$ cat config.mk
export PLATFORM = sky130hd
export DESIGN_NAME = rfp_framer_ctl
export DESIGN_NICKNAME = d
export VERILOG_FILES = /design/src/rtl/rfp_pkg.sv /design/src/rtl/rfp_comma_match.sv /design/src/rtl/rfp_framer_ctl.sv /design/src/rtl/rfp_odd_parity.sv
export VERILOG_INCLUDE_DIRS = /design/src /design/src/rtl
export SDC_FILE = /design/constraint.sdc
export NUM_CORES = 1
export LEC_CHECK = 0
export BUFFER_PORTS_ARGS = -buffer_cell sky130_fd_sc_hd__buf_2
export CAP_MARGIN = 25
export CELL_PAD_IN_SITES_DETAIL_PLACEMENT = 1
export CELL_PAD_IN_SITES_GLOBAL_PLACEMENT = 1
export CORE_MARGIN = 3
export CORE_UTILIZATION = 48
export DETAILED_ROUTE_END_ITERATION = 10
export GPL_TIMING_DRIVEN = 1
export MAX_ROUTING_LAYER = met4
export PLACE_DENSITY = 0.82
export SLEW_MARGIN = 20
export SYNTH_ARGS = -nofsm -noshare
export SYNTH_HDL_FRONTEND = slang
export SYNTH_SLANG_ARGS = --single-unit
$ cat constraint.sdc
create_clock -name clk -period 9.8 [get_ports clk]
set_input_delay 1.96 -clock clk [delete_from_list [all_inputs] [get_ports clk]]
set_output_delay 1.96 -clock clk [all_outputs]
set_load 0.03 [all_outputs]
$ cat src/rtl/rfp_regs.svh
// Offsets, field positions, reset values and counts of the framer control block.
// Assumes a byte-addressed AHB-Lite slave window of 256 bytes.
`ifndef RFP_REGS_SVH
`define RFP_REGS_SVH
`define RFP_CTRL_OFS     8'h00
`define RFP_STAT_OFS     8'h04
`define RFP_CNT_OFS      8'h08
`define RFP_CTRL_RST     12'h849
`define RFP_CTRL_W       12
`define RFP_STAT_TXPAR   0
`define RFP_STAT_REALIGN 1
`define RFP_STAT_OVFL    2
`define RFP_STAT_UNFL    3
`define RFP_STAT_CLRW    4
`define RFP_K285_NEG     10'h0fa
`define RFP_K285_POS     10'h305
`define RFP_COMMA_NEG    8'h3e
`define RFP_COMMA_POS    8'hc1
`define RFP_PAIR_SPAN    7'd50
`define RFP_CHAR_BITS    7'd10
`define RFP_ADJ_AGE      7'd9
`define RFP_RUN_LEN      3'd4
`define RFP_REF_DIV      5'd20
`define RFP_EB_DEPTH     4'd8
`define RFP_EB_HI        4'd6
`define RFP_EB_LO        4'd2
`define RFP_MASK_BYTE    11'h0ff
`define RFP_MASK_BC2     11'h3ff
`define RFP_MASK_BC3     11'h7ff
`endif

$ cat src/rtl/rfp_pkg.sv
// Types shared by the framer control block and its helpers.
// Assumes rfp_regs.svh supplies all numeric constants.
package rfp_pkg;
  typedef enum logic [1:0] {LVL_LOW, LVL_MID, LVL_HIGH} rfp_lvl_t;

  typedef struct packed {
    rfp_lvl_t txOpSel;
    logic     rxClkSel;
    logic     txClkSel;
    rfp_lvl_t decSel;
    rfp_lvl_t parity_control;
    rfp_lvl_t charSel;
    rfp_lvl_t frameMode;
  } rfp_ctrl_t;

  typedef struct packed {
    logic [1:0] ctl;
    logic [7:0] data;
    logic       par;
  } rfp_tx_t;

  typedef struct packed {
    logic [2:0] status;
    logic [7:0] data;
  } rfp_rx_t;

  typedef struct packed {
    rfp_ctrl_t       ctrl;
    logic [3:0]      stat;
    logic [15:0]     insCnt;
    logic [15:0]     dropCnt;
    logic            aWr;
    logic [7:0]      aAddr;
    logic [31:0]     rdata;
    logic [2:0]      syncTog;
    logic [1:0]      syncBit;
    logic [1:0]      syncAllow;
    logic [19:0]     sr;
    logic [3:0]      bitCnt;
    logic [3:0]      off;
    logic [3:0]      candPh;
    logic [6:0]      candAge;
    logic [2:0]      run;
    logic            candOk;
    logic [7:0][10:0] mem;
    logic [2:0]      wp;
    logic [2:0]      rp;
    logic [3:0]      fill;
    logic [4:0]      div;
    logic            pendIns;
    logic            rxValid;
    rfp_rx_t         rx;
    logic            rxPar;
    logic            rxOeN;
  } rfp_state_t;
endpackage : rfp_pkg

$ cat src/rtl/rfp_comma_match.sv
// Framing character matcher on one 10-bit window, oldest bit in the MSB.
// Assumes the window is taken from the same clock as the select.
`include "rfp_regs.svh"
module rfp_comma_match
  import rfp_pkg::*;
(
  input  wire logic [9:0] win,
  input  rfp_lvl_t        sel,
  output logic            hit
);
  always_comb
  begin
    hit = 1'b0;
    unique case (sel)
      LVL_MID:  hit = (win[9:2] == `RFP_COMMA_NEG) || (win[9:2] == `RFP_COMMA_POS);
      LVL_HIGH: hit = (win == `RFP_K285_NEG) || (win == `RFP_K285_POS);
      // Test-only setting never frames
      LVL_LOW:  hit = 1'b0;
      default:  hit = 1'b0;
    endcase
  end
endmodule : rfp_comma_match

$ cat src/rtl/rfp_framer_ctl.sv
// Receive framer, parity check and generate, and receive elasticity buffer.
// Assumes clk is the reference clock, the tx port is synchronous to it,
// and the recovered bit stream arrives as data plus a toggle per bit.
//
// Decided for this implementation: the register offsets and register access over AHB-Lite.
`include "rfp_regs.svh"

module rfp_framer_ctl
  import rfp_pkg::*;
(
  input  wire logic        clk,
  input  wire logic        sys_rst,
  input  wire logic        hsel,
  input  wire logic [31:0] haddr,
  input  wire logic [1:0]  htrans,
  input  wire logic        hwrite,
  input  wire logic [2:0]  hsize,
  input  wire logic        hready,
  input  wire logic [31:0] hwdata,
  output logic      [31:0] hrdata,
  output logic             hreadyout,
  output logic             hresp,
  input  wire logic        reframe_allow,
  input  wire logic        serialBit,
  input  wire logic        serialToggle,
  input  wire logic        txValid,
  input  rfp_tx_t          txIn,
  output logic             rxValid,
  output rfp_rx_t          rxOut,
  output logic             rxParityOut,
  output logic             rxParityOeN
);
  rfp_state_t s;
  rfp_state_t next_s;

  logic        bitStb;
  logic [19:0] shNext;
  logic        winHit;
  logic [3:0]  phase;
  logic        emitLow;
  logic [9:0]  emitChar;
  logic        emitFrame;
  logic        chStb;
  logic        realign;
  logic        pairOk;
  logic [2:0]  runNext;
  logic        bypass;
  logic [10:0] txMask;
  logic [10:0] rxMask;
  logic        txOdd;
  logic        txErr;
  logic        refTick;
  logic        ebOn;
  logic        ebWr;
  logic        ebRd;
  logic        ovfl;
  logic        unfl;
  logic        outStb;
  logic [10:0] outChar;
  logic        insEvt;
  rfp_rx_t     rxNext;
  logic        rxOdd;
  logic        aAcc;
  logic [3:0]  statClr;

  rfp_comma_match u_win_match
  (
    .win (shNext[9:0]),
    .sel (s.ctrl.charSel),
    .hit (winHit)
  );

  rfp_comma_match u_emit_match
  (
    .win (emitChar),
    .sel (s.ctrl.charSel),
    .hit (emitFrame)
  );

  rfp_odd_parity u_tx_par
  (
    .data ({1'b0, txIn.ctl, txIn.data}),
    .mask (txMask),
    .odd  (txOdd)
  );

  rfp_odd_parity u_rx_par
  (
    .data ({rxNext.status, rxNext.data}),
    .mask (rxMask),
    .odd  (rxOdd)
  );

  always_comb
  begin
    next_s  = s;
    bitStb  = s.syncTog[2] ^ s.syncTog[1];
    shNext  = {s.sr[18:0], s.syncBit[1]};
    phase   = 4'd9 - s.bitCnt;
    emitLow = 1'b0;
    chStb   = 1'b0;
    realign = 1'b0;
    pairOk  = 1'b0;
    runNext = 3'd1;
    txErr   = 1'b0;
    ebWr    = 1'b0;
    ebRd    = 1'b0;
    ovfl    = 1'b0;
    unfl    = 1'b0;
    outStb  = 1'b0;
    outChar = '0;
    insEvt  = 1'b0;
    statClr = '0;
    rxNext  = s.rx;

    // Pin synchronisers
    next_s.syncTog   = {s.syncTog[1:0], serialToggle};
    next_s.syncBit   = {s.syncBit[0], serialBit};
    next_s.syncAllow = {s.syncAllow[0], reframe_allow};

    // Framer on each recovered bit
    if (bitStb)
    begin
      next_s.sr     = shNext;
      next_s.bitCnt = (s.bitCnt == 4'd9) ? 4'd0 : s.bitCnt + 4'd1;
      chStb = (s.bitCnt == 4'd9);
      if (s.candAge != 7'h7f)
        next_s.candAge = s.candAge + 7'd1;
      if (winHit && s.syncAllow[1])
      begin
        next_s.candPh  = phase;
        next_s.candAge = '0;
        next_s.candOk  = 1'b1;
        unique case (s.ctrl.frameMode)
          LVL_LOW:
          begin
            emitLow       = 1'b1;
            chStb         = 1'b1;
            next_s.bitCnt = 4'd0;
            next_s.off    = 4'd0;
            realign       = (s.off != 4'd0) || (s.bitCnt != 4'd9);
          end
          LVL_MID:
          begin
            // pair within span
            // Widened sum so a saturated age cannot wrap into range
            pairOk = s.candOk && (phase == s.candPh)
                     && (8'(s.candAge) + 8'd1 + 8'(`RFP_CHAR_BITS) <= 8'(`RFP_PAIR_SPAN));
            if (pairOk)
            begin
              next_s.off = phase;
              realign    = (phase != s.off);
            end
          end
          LVL_HIGH:
          begin
            if (s.candOk && (phase == s.candPh) && (s.candAge == `RFP_ADJ_AGE))
              runNext = (s.run == `RFP_RUN_LEN) ? s.run : s.run + 3'd1;
            next_s.run = runNext;
            if (runNext == `RFP_RUN_LEN)
            begin
              next_s.off = phase;
              realign    = (phase != s.off);
            end
          end
          default:
          begin
            realign = 1'b0;
          end
        endcase
      end
    end
    emitChar = emitLow ? shNext[9:0] : shNext[s.off +: 10];

    // Parity masks per coding state
    bypass = (s.ctrl.txOpSel == LVL_LOW) && (s.ctrl.decSel == LVL_LOW);
    if (s.ctrl.parity_control == LVL_HIGH)
    begin
      txMask = `RFP_MASK_BC2;
      rxMask = `RFP_MASK_BC3;
    end
    else if (bypass)
    begin
      txMask = `RFP_MASK_BC2;
      rxMask = `RFP_MASK_BC2;
    end
    else
    begin
      txMask = `RFP_MASK_BYTE;
      rxMask = `RFP_MASK_BYTE;
    end

    // tx port sampled on reference clock
    if (txValid && (s.ctrl.parity_control != LVL_LOW))
      txErr = (txIn.par != txOdd);

    // Reference rate character tick
    refTick    = (s.div == 5'd0);
    next_s.div = refTick ? `RFP_REF_DIV - 5'd1 : s.div - 5'd1;

    ebOn = (s.ctrl.rxClkSel == 1'b0);
    if (ebOn)
    begin
      if (chStb)
      begin
        if ((s.fill >= `RFP_EB_HI) && emitFrame)
          next_s.dropCnt = s.dropCnt + 16'd1;
        else if (s.fill == `RFP_EB_DEPTH)
          ovfl = 1'b1;
        else
          ebWr = 1'b1;
      end
      if (refTick)
      begin
        if (s.pendIns)
        begin
          outStb         = 1'b1;
          outChar        = {1'b1, `RFP_K285_NEG};
          insEvt         = 1'b1;
          next_s.pendIns = 1'b0;
          next_s.insCnt  = s.insCnt + 16'd1;
        end
        else if (s.fill != 4'd0)
        begin
          ebRd    = 1'b1;
          outStb  = 1'b1;
          outChar = s.mem[s.rp];
          if ((s.fill <= `RFP_EB_LO) && s.mem[s.rp][10])
            next_s.pendIns = 1'b1;
        end
        else
          unfl = 1'b1;
      end
      if (ebWr)
      begin
        next_s.mem[s.wp] = {emitFrame, emitChar};
        next_s.wp        = s.wp + 3'd1;
      end
      if (ebRd)
        next_s.rp = s.rp + 3'd1;
      next_s.fill = s.fill + {3'd0, ebWr} - {3'd0, ebRd};
    end
    else
    begin
      outStb         = chStb;
      outChar        = {emitFrame, emitChar};
      next_s.wp      = '0;
      next_s.rp      = '0;
      next_s.fill    = '0;
      next_s.pendIns = 1'b0;
    end

    // Receive output stage
    if (outStb)
    begin
      rxNext.data = outChar[7:0];
      if (bypass)
        rxNext.status = {1'b0, outChar[9:8]};
      else
        rxNext.status = {insEvt, 1'b0, outChar[10]};
    end
    next_s.rxValid = outStb;
    next_s.rx      = rxNext;
    if (outStb)
      next_s.rxPar = rxOdd;
    next_s.rxOeN = (s.ctrl.parity_control == LVL_LOW);

    // AHB-Lite address phase
    aAcc         = hsel && htrans[1] && hready;
    next_s.aWr   = aAcc && hwrite;
    next_s.aAddr = haddr[7:0];
    if (aAcc && !hwrite)
    begin
      unique case (haddr[7:0])
        `RFP_CTRL_OFS: next_s.rdata = {20'h0, s.ctrl};
        `RFP_STAT_OFS: next_s.rdata = {24'h0, s.off, s.stat};
        `RFP_CNT_OFS:  next_s.rdata = {s.dropCnt, s.insCnt};
        default:       next_s.rdata = 32'h0;
      endcase
    end

    // AHB-Lite write data phase
    if (s.aWr)
    begin
      if (s.aAddr == `RFP_CTRL_OFS)
        next_s.ctrl = rfp_ctrl_t'(hwdata[`RFP_CTRL_W-1:0]);
      if (s.aAddr == `RFP_STAT_OFS)
        statClr = hwdata[`RFP_STAT_CLRW-1:0];
    end

    // Sticky flags, set wins over clear
    next_s.stat = (s.stat & ~statClr) | {unfl, ovfl, realign, txErr};
  end

  always_ff @(posedge clk or posedge sys_rst)
  begin
    if (sys_rst)
    begin
      s       <= '0;
      s.ctrl  <= rfp_ctrl_t'(`RFP_CTRL_RST);
      s.rxOeN <= 1'b1;
    end
    else
      s <= next_s;
  end

  assign hrdata      = s.rdata;
  assign hreadyout   = 1'b1;
  assign hresp       = 1'b0;
  assign rxValid     = s.rxValid;
  assign rxOut       = s.rx;
  assign rxParityOut = s.rxPar;
  assign rxParityOeN = s.rxOeN;
endmodule : rfp_framer_ctl

$ cat src/rtl/rfp_odd_parity.sv
// Odd parity over the bits of a word selected by a mask.
// Assumes mask bits above the used field are zero.
module rfp_odd_parity
(
  input  wire logic [10:0] data,
  input  wire logic [10:0] mask,
  output logic             odd
);
  assign odd = ~^(data & mask);
endmodule : rfp_odd_parity

## Word level (Yosys, flattened, before mapping)

Cells that the tools add are included.

| word-level totals | value |
|---|---|
| register bits | 256 |
| latch bits | 0 |
| memory bits (writable) | 0 |
| ROM bits | 0 |
| output and inout port bits | 48 |
| memories kept | 0 |

| cells by class | value |
|---|---|
| add/subtract/negate cells | 13 |
| $mul | 0 |
| div/mod/pow operators | 0 |
| magnitude comparators | 6 |
| equality and inequality tests | 28 |
| shifts and indexed selects | 1 |
| muxes and demuxes | 76 |
| bitwise logic cells | 7 |
| reductions and logical operators | 44 |

Operators by type and width:

| kind | number |
|---|---|
| one-hot mux 32 bit (3 select lines) | 1 |
| bitwise mux 88 bit | 1 |
| two-way mux 11 bit | 8 |
| two-way mux 10 bit | 4 |
| two-way mux 1 bit | 38 |
| binary-select mux 11 bit (select 3 bit) | 1 |
| demux 11 bit (select 3 bit) | 1 |
| adder 16 x 1 -> 16 bit, second input constant | 2 |
| two-way mux 3 bit | 9 |
| two-way mux 4 bit | 6 |
| two-way mux 23 bit | 1 |
| XNOR reduction 11 bit | 2 |
| equality test 10 bit, second input constant | 2 |
| equality test 10 x 8 -> 1 bit, second input constant | 2 |
| variable part select 20 x 5 -> 10 bit | 1 |
| equality test 8 x 3 -> 1 bit, second input constant | 2 |
| equality test 8 x 6 -> 1 bit, second input constant | 2 |
| equality test 8 bit, second input constant | 2 |
| zero test 8 bit | 2 |
| logical AND 1 bit | 13 |
| one-hot mux 4 bit (3 select lines) | 1 |
| bitwise AND 11 bit | 1 |
| bitwise AND 10 bit | 1 |
| nonzero test 2 bit | 5 |
| 44 further kinds | 67 |

## Longest topological paths before layout

| logic depth | value |
|---|---|
| depth after elaboration | 17 |
| gate-level depth with buffers | 18 |
| mapped depth without buffers | 17 |

## Hierarchy

From an unflattened synthesis, not the netlist that was laid out.

| unflattened totals | value |
|---|---|
| cells, all modules | 1263 |
| area, all modules | 13280.2 um^2 |

Modules (own cells, without submodules):

| module | instances | cells each | area an instance (um^2) |
|---|---|---|---|
| rfp_framer_ctl | 1 | 1193 | 12789.8 |
| rfp_odd_parity | 2 | 20 | 133.9 |
| rfp_comma_match | 2 | 15 | 111.4 |

## Worst setup path before layout

Ideal clock, no wire load.

| path | value |
|---|---|
| path type | register to register |
| from | register s[248] in the netlist's numbering |
| to | register s[22] in the netlist's numbering |
| library setup time | 132 ps |
| arrival | 3532 ps |
| required time | 9668 ps |
| path slack | 6137 ps |
| stages on the path, launching flop included | 17 |
| path through | dfstp_2 > ha_1 > nor2b_1 > nand3_1 > or2_0 > clkbuf_1 > a21oi_1 > a2111oi_1 > a32o_2 > nand2_4 > nand3_1 > ha_1 > inv_1 > ha_1 > fa_1 > xnor2_1 > nor2_1 |

RTL lines:

| item | RTL line | RTL |
|---|---|---|
| start, declared | rfp_framer_ctl.sv:33 | `rfp_state_t s;` |
| start signal, assigned | rfp_framer_ctl.sv:304 | `s <= next_s;` |

==> metrics.cfg <==
[outcome]
run_status = completed

[clock_tree]
clock_sinks = 256
tritoncts = done
root_buffer = clkbuf_16
post_cts_buffers = 0
clockBufferDepth = 3
htreeDepth = 1
hold_buffers = 0
ctsResizeCount = 0
clk_latency_ns = 0.54
path_clk_slew_ns = 0.06
cts_buffers = 28

[timing]
fin_crit_sh_pct = 48.0
final.setup_skew_ns = 0.00907
hold_violations = 0
finalMaxSlewViolations = 0
fin_crit_ns = 4.70
rsz0062_at_grt = no
slew_headroom_pct = 33.6
holdWs_ns = 0.342
tns_ns = 0
fmax_ghz = 0.213
finalSetupViolations = 0
worst_slew_pin_slew_ns = 0.969

[synth]
yosysTopAreaCellShare_pct = 45.9
synth_common_cells = dfrtp_1, nand2_1, mux2_2
ys.flop_type = dfrtp_1
ys_types = 94
synth_top_area_cell = dfrtp_1
yosysMostFrequentCell = dfrtp_1
ys_ff_latch = 256
netlist_instances = 1220
synth_warnings = 0
synth.cell_area_um2 = 13700
synth_nets = 1338
synth_edf_count = 0
ys_seq_area_share_pct = 46.9
ys_async_sr_fraction_pct = 100
synth_area_per_cell_um2 = 11.2
synthTopCellsByArea = dfrtp_1, mux2_2, mux4_2, nand2_1, xnor2_1

[worst_hold_path]
hold_class = reg -> reg
holdCritStartpoint = next_s[162]

[global_routing]
grt_pass1_vias = 10500
track_usage_pct = 24.3
grt_pass1_wl_um = 58100
antenna_found_initial = 1
grt_overflow = 0
grt_start_max_net_pins = 136

[routing]
drt-total-wl_um = 35700
ant_nets = 0
dr_total_vias = 9534
viasPerCell = 5.78
drtIter0Drc = 616
drcViolationCount = 0
dr.pass1.iters = 4
wl_per_cell_um = 21.7

[die]
initial_core_util_pct = 49.0
die-area_um2 = 30600
num_rows = 61
die_y_um = 175
coreArea_um2 = 27900
ioPinCount = 137
die_w_um = 175

[placed_design]
place_hpwl_um = 23700
io_buffer_count = 86
place.gp.congestion = 0.835
dp_cells = 1596

[power]
ir_worst_vdd_mv = 0.152
leakage_nw = 7.02
finalPower_mw = 2.90
p_per_area_nw_per_um2 = 193

[cells_and_area]
multi_input_area_um2 = 6500
nets = 1367
drive_gt1_share_pct = 26.9
stdcell_count = 1649
fill_cells = 2986
syn2layout_area_growth_pct = 10.0
seq_area_um2 = 6410

[worst_setup_path]
cp.arrival_ns = 5.12
crit_fanout = 18
start_kind = flip-flop
critical_path_class = reg -> reg
critPathRequiredTime_ns = 10.22
crit_start = s[133]
r2r_setup_slack_ns = 5.10
r2r_start = s[133]
critPathCaptureType = flip-flop

[job]
drv_cap = 0

-- worst max-delay path, cell delays in order, from the launching register on --
cell       delay [ns]
dfrtp_1          0.88
inv_1            0.50
mux2_2           0.42
a32oi_1          0.28
o21ai_2          0.22
a2111oi_2        0.42
a32o_2           0.42
nand2_4          0.16
nand3_1          0.20
ha_1             0.27
inv_1            0.07
ha_1             0.18
fa_1             0.41
nor2b_1          0.14
-- placed cells by master (no fill, tap or decap), drive strengths merged, types with 11 or more instances in the layout --
| cell type | n |
|---|---|
| ha | 28 |
| nor3 | 11 |
| dfrtp | 251 |
| nand4 | 19 |
| xnor2 | 50 |
| a21oi | 33 |
| nand3 | 18 |
| nor2 | 76 |
| clkbuf | 42 |
| xor2 | 19 |
| mux2i | 38 |
| o21ai | 55 |
| mux4 | 40 |
| mux2 | 118 |
| nand2 | 180 |
| buf | 105 |
| inv | 36 |
-- metrics by stage --
step,worst slack [ns],utilization (%),area (µm²)
global placement,5.22,50.5,14100
CTS,5.03,53.8,15000
global route,4.70,53.9,15100
detailed placement,5.05,50.5,14100
floorplan,0.807,-,13700
finish,5.10,53.9,15100
-- flip-flops by register name, indices dropped and copies added, names as in the netlist --
register / cells
hrdata: 32
rxParityOeN: 1
rxOut: 11
next_s: 4
rxParityOut: 1
s: 206
rxValid: 1
-- cell families after synthesis --
| family | Yosys count | synth area share, % |
|---|---|---|
| compound gates | 152 | 7.67 |
| xor+xnor | 71 | 4.74 |
| fa+ha+maj | 29 | 2.71 |
| buf+inv | 143 | 5.73 |
| flops | 256 | 46.9 |
| mux | 196 | 19.4 |
| other cells | 2 | 0.0549 |
| simple gates | 371 | 12.9 |
-- final timing paths --
| path | end | cells past startpoint |
|---|---|---|
| min in group asynchronous | s[120] | 2 |
| max reg2reg | s[21] | 13 |
| max | s[21] | 13 |
| min reg2reg | s[162] | 0 |
| min | s[162] | 0 |
| max in group asynchronous | s[97] | 4 |
-- metal layers --
metal / part of all wire, % / routed length, µm / GRT usage (%)
met5: 0 / 0 / -
met4: 2.5 / 905 / 6.18
met3: 4.0 / 1420 / 3.46
met2: 50 / 17700 / 40.7
met1: 44 / 15700 / 31.4
-- power breakdown --
| group | switching [mW] | internal, mW | total, mW | leakage [nW] |
|---|---|---|---|---|
| Sequential | 0.129 | 1.13 | 1.26 | 3.42 |
| Clock | 0.432 | 0.637 | 1.07 | 0.451 |
| Combinational | 0.330 | 0.244 | 0.574 | 3.15 |
-- cell type report --
class,instances,area share (%)
tap,378,3.14
clock inverter,9,0.889
sequential,256,42.6
inverter,37,0.972
multi-input combinational,821,43.2
timing repair buffer,105,3.94
antenna,1,0.0166
clock buffer,42,5.27
Note: power is estimated with default switching activity, not from simulation.
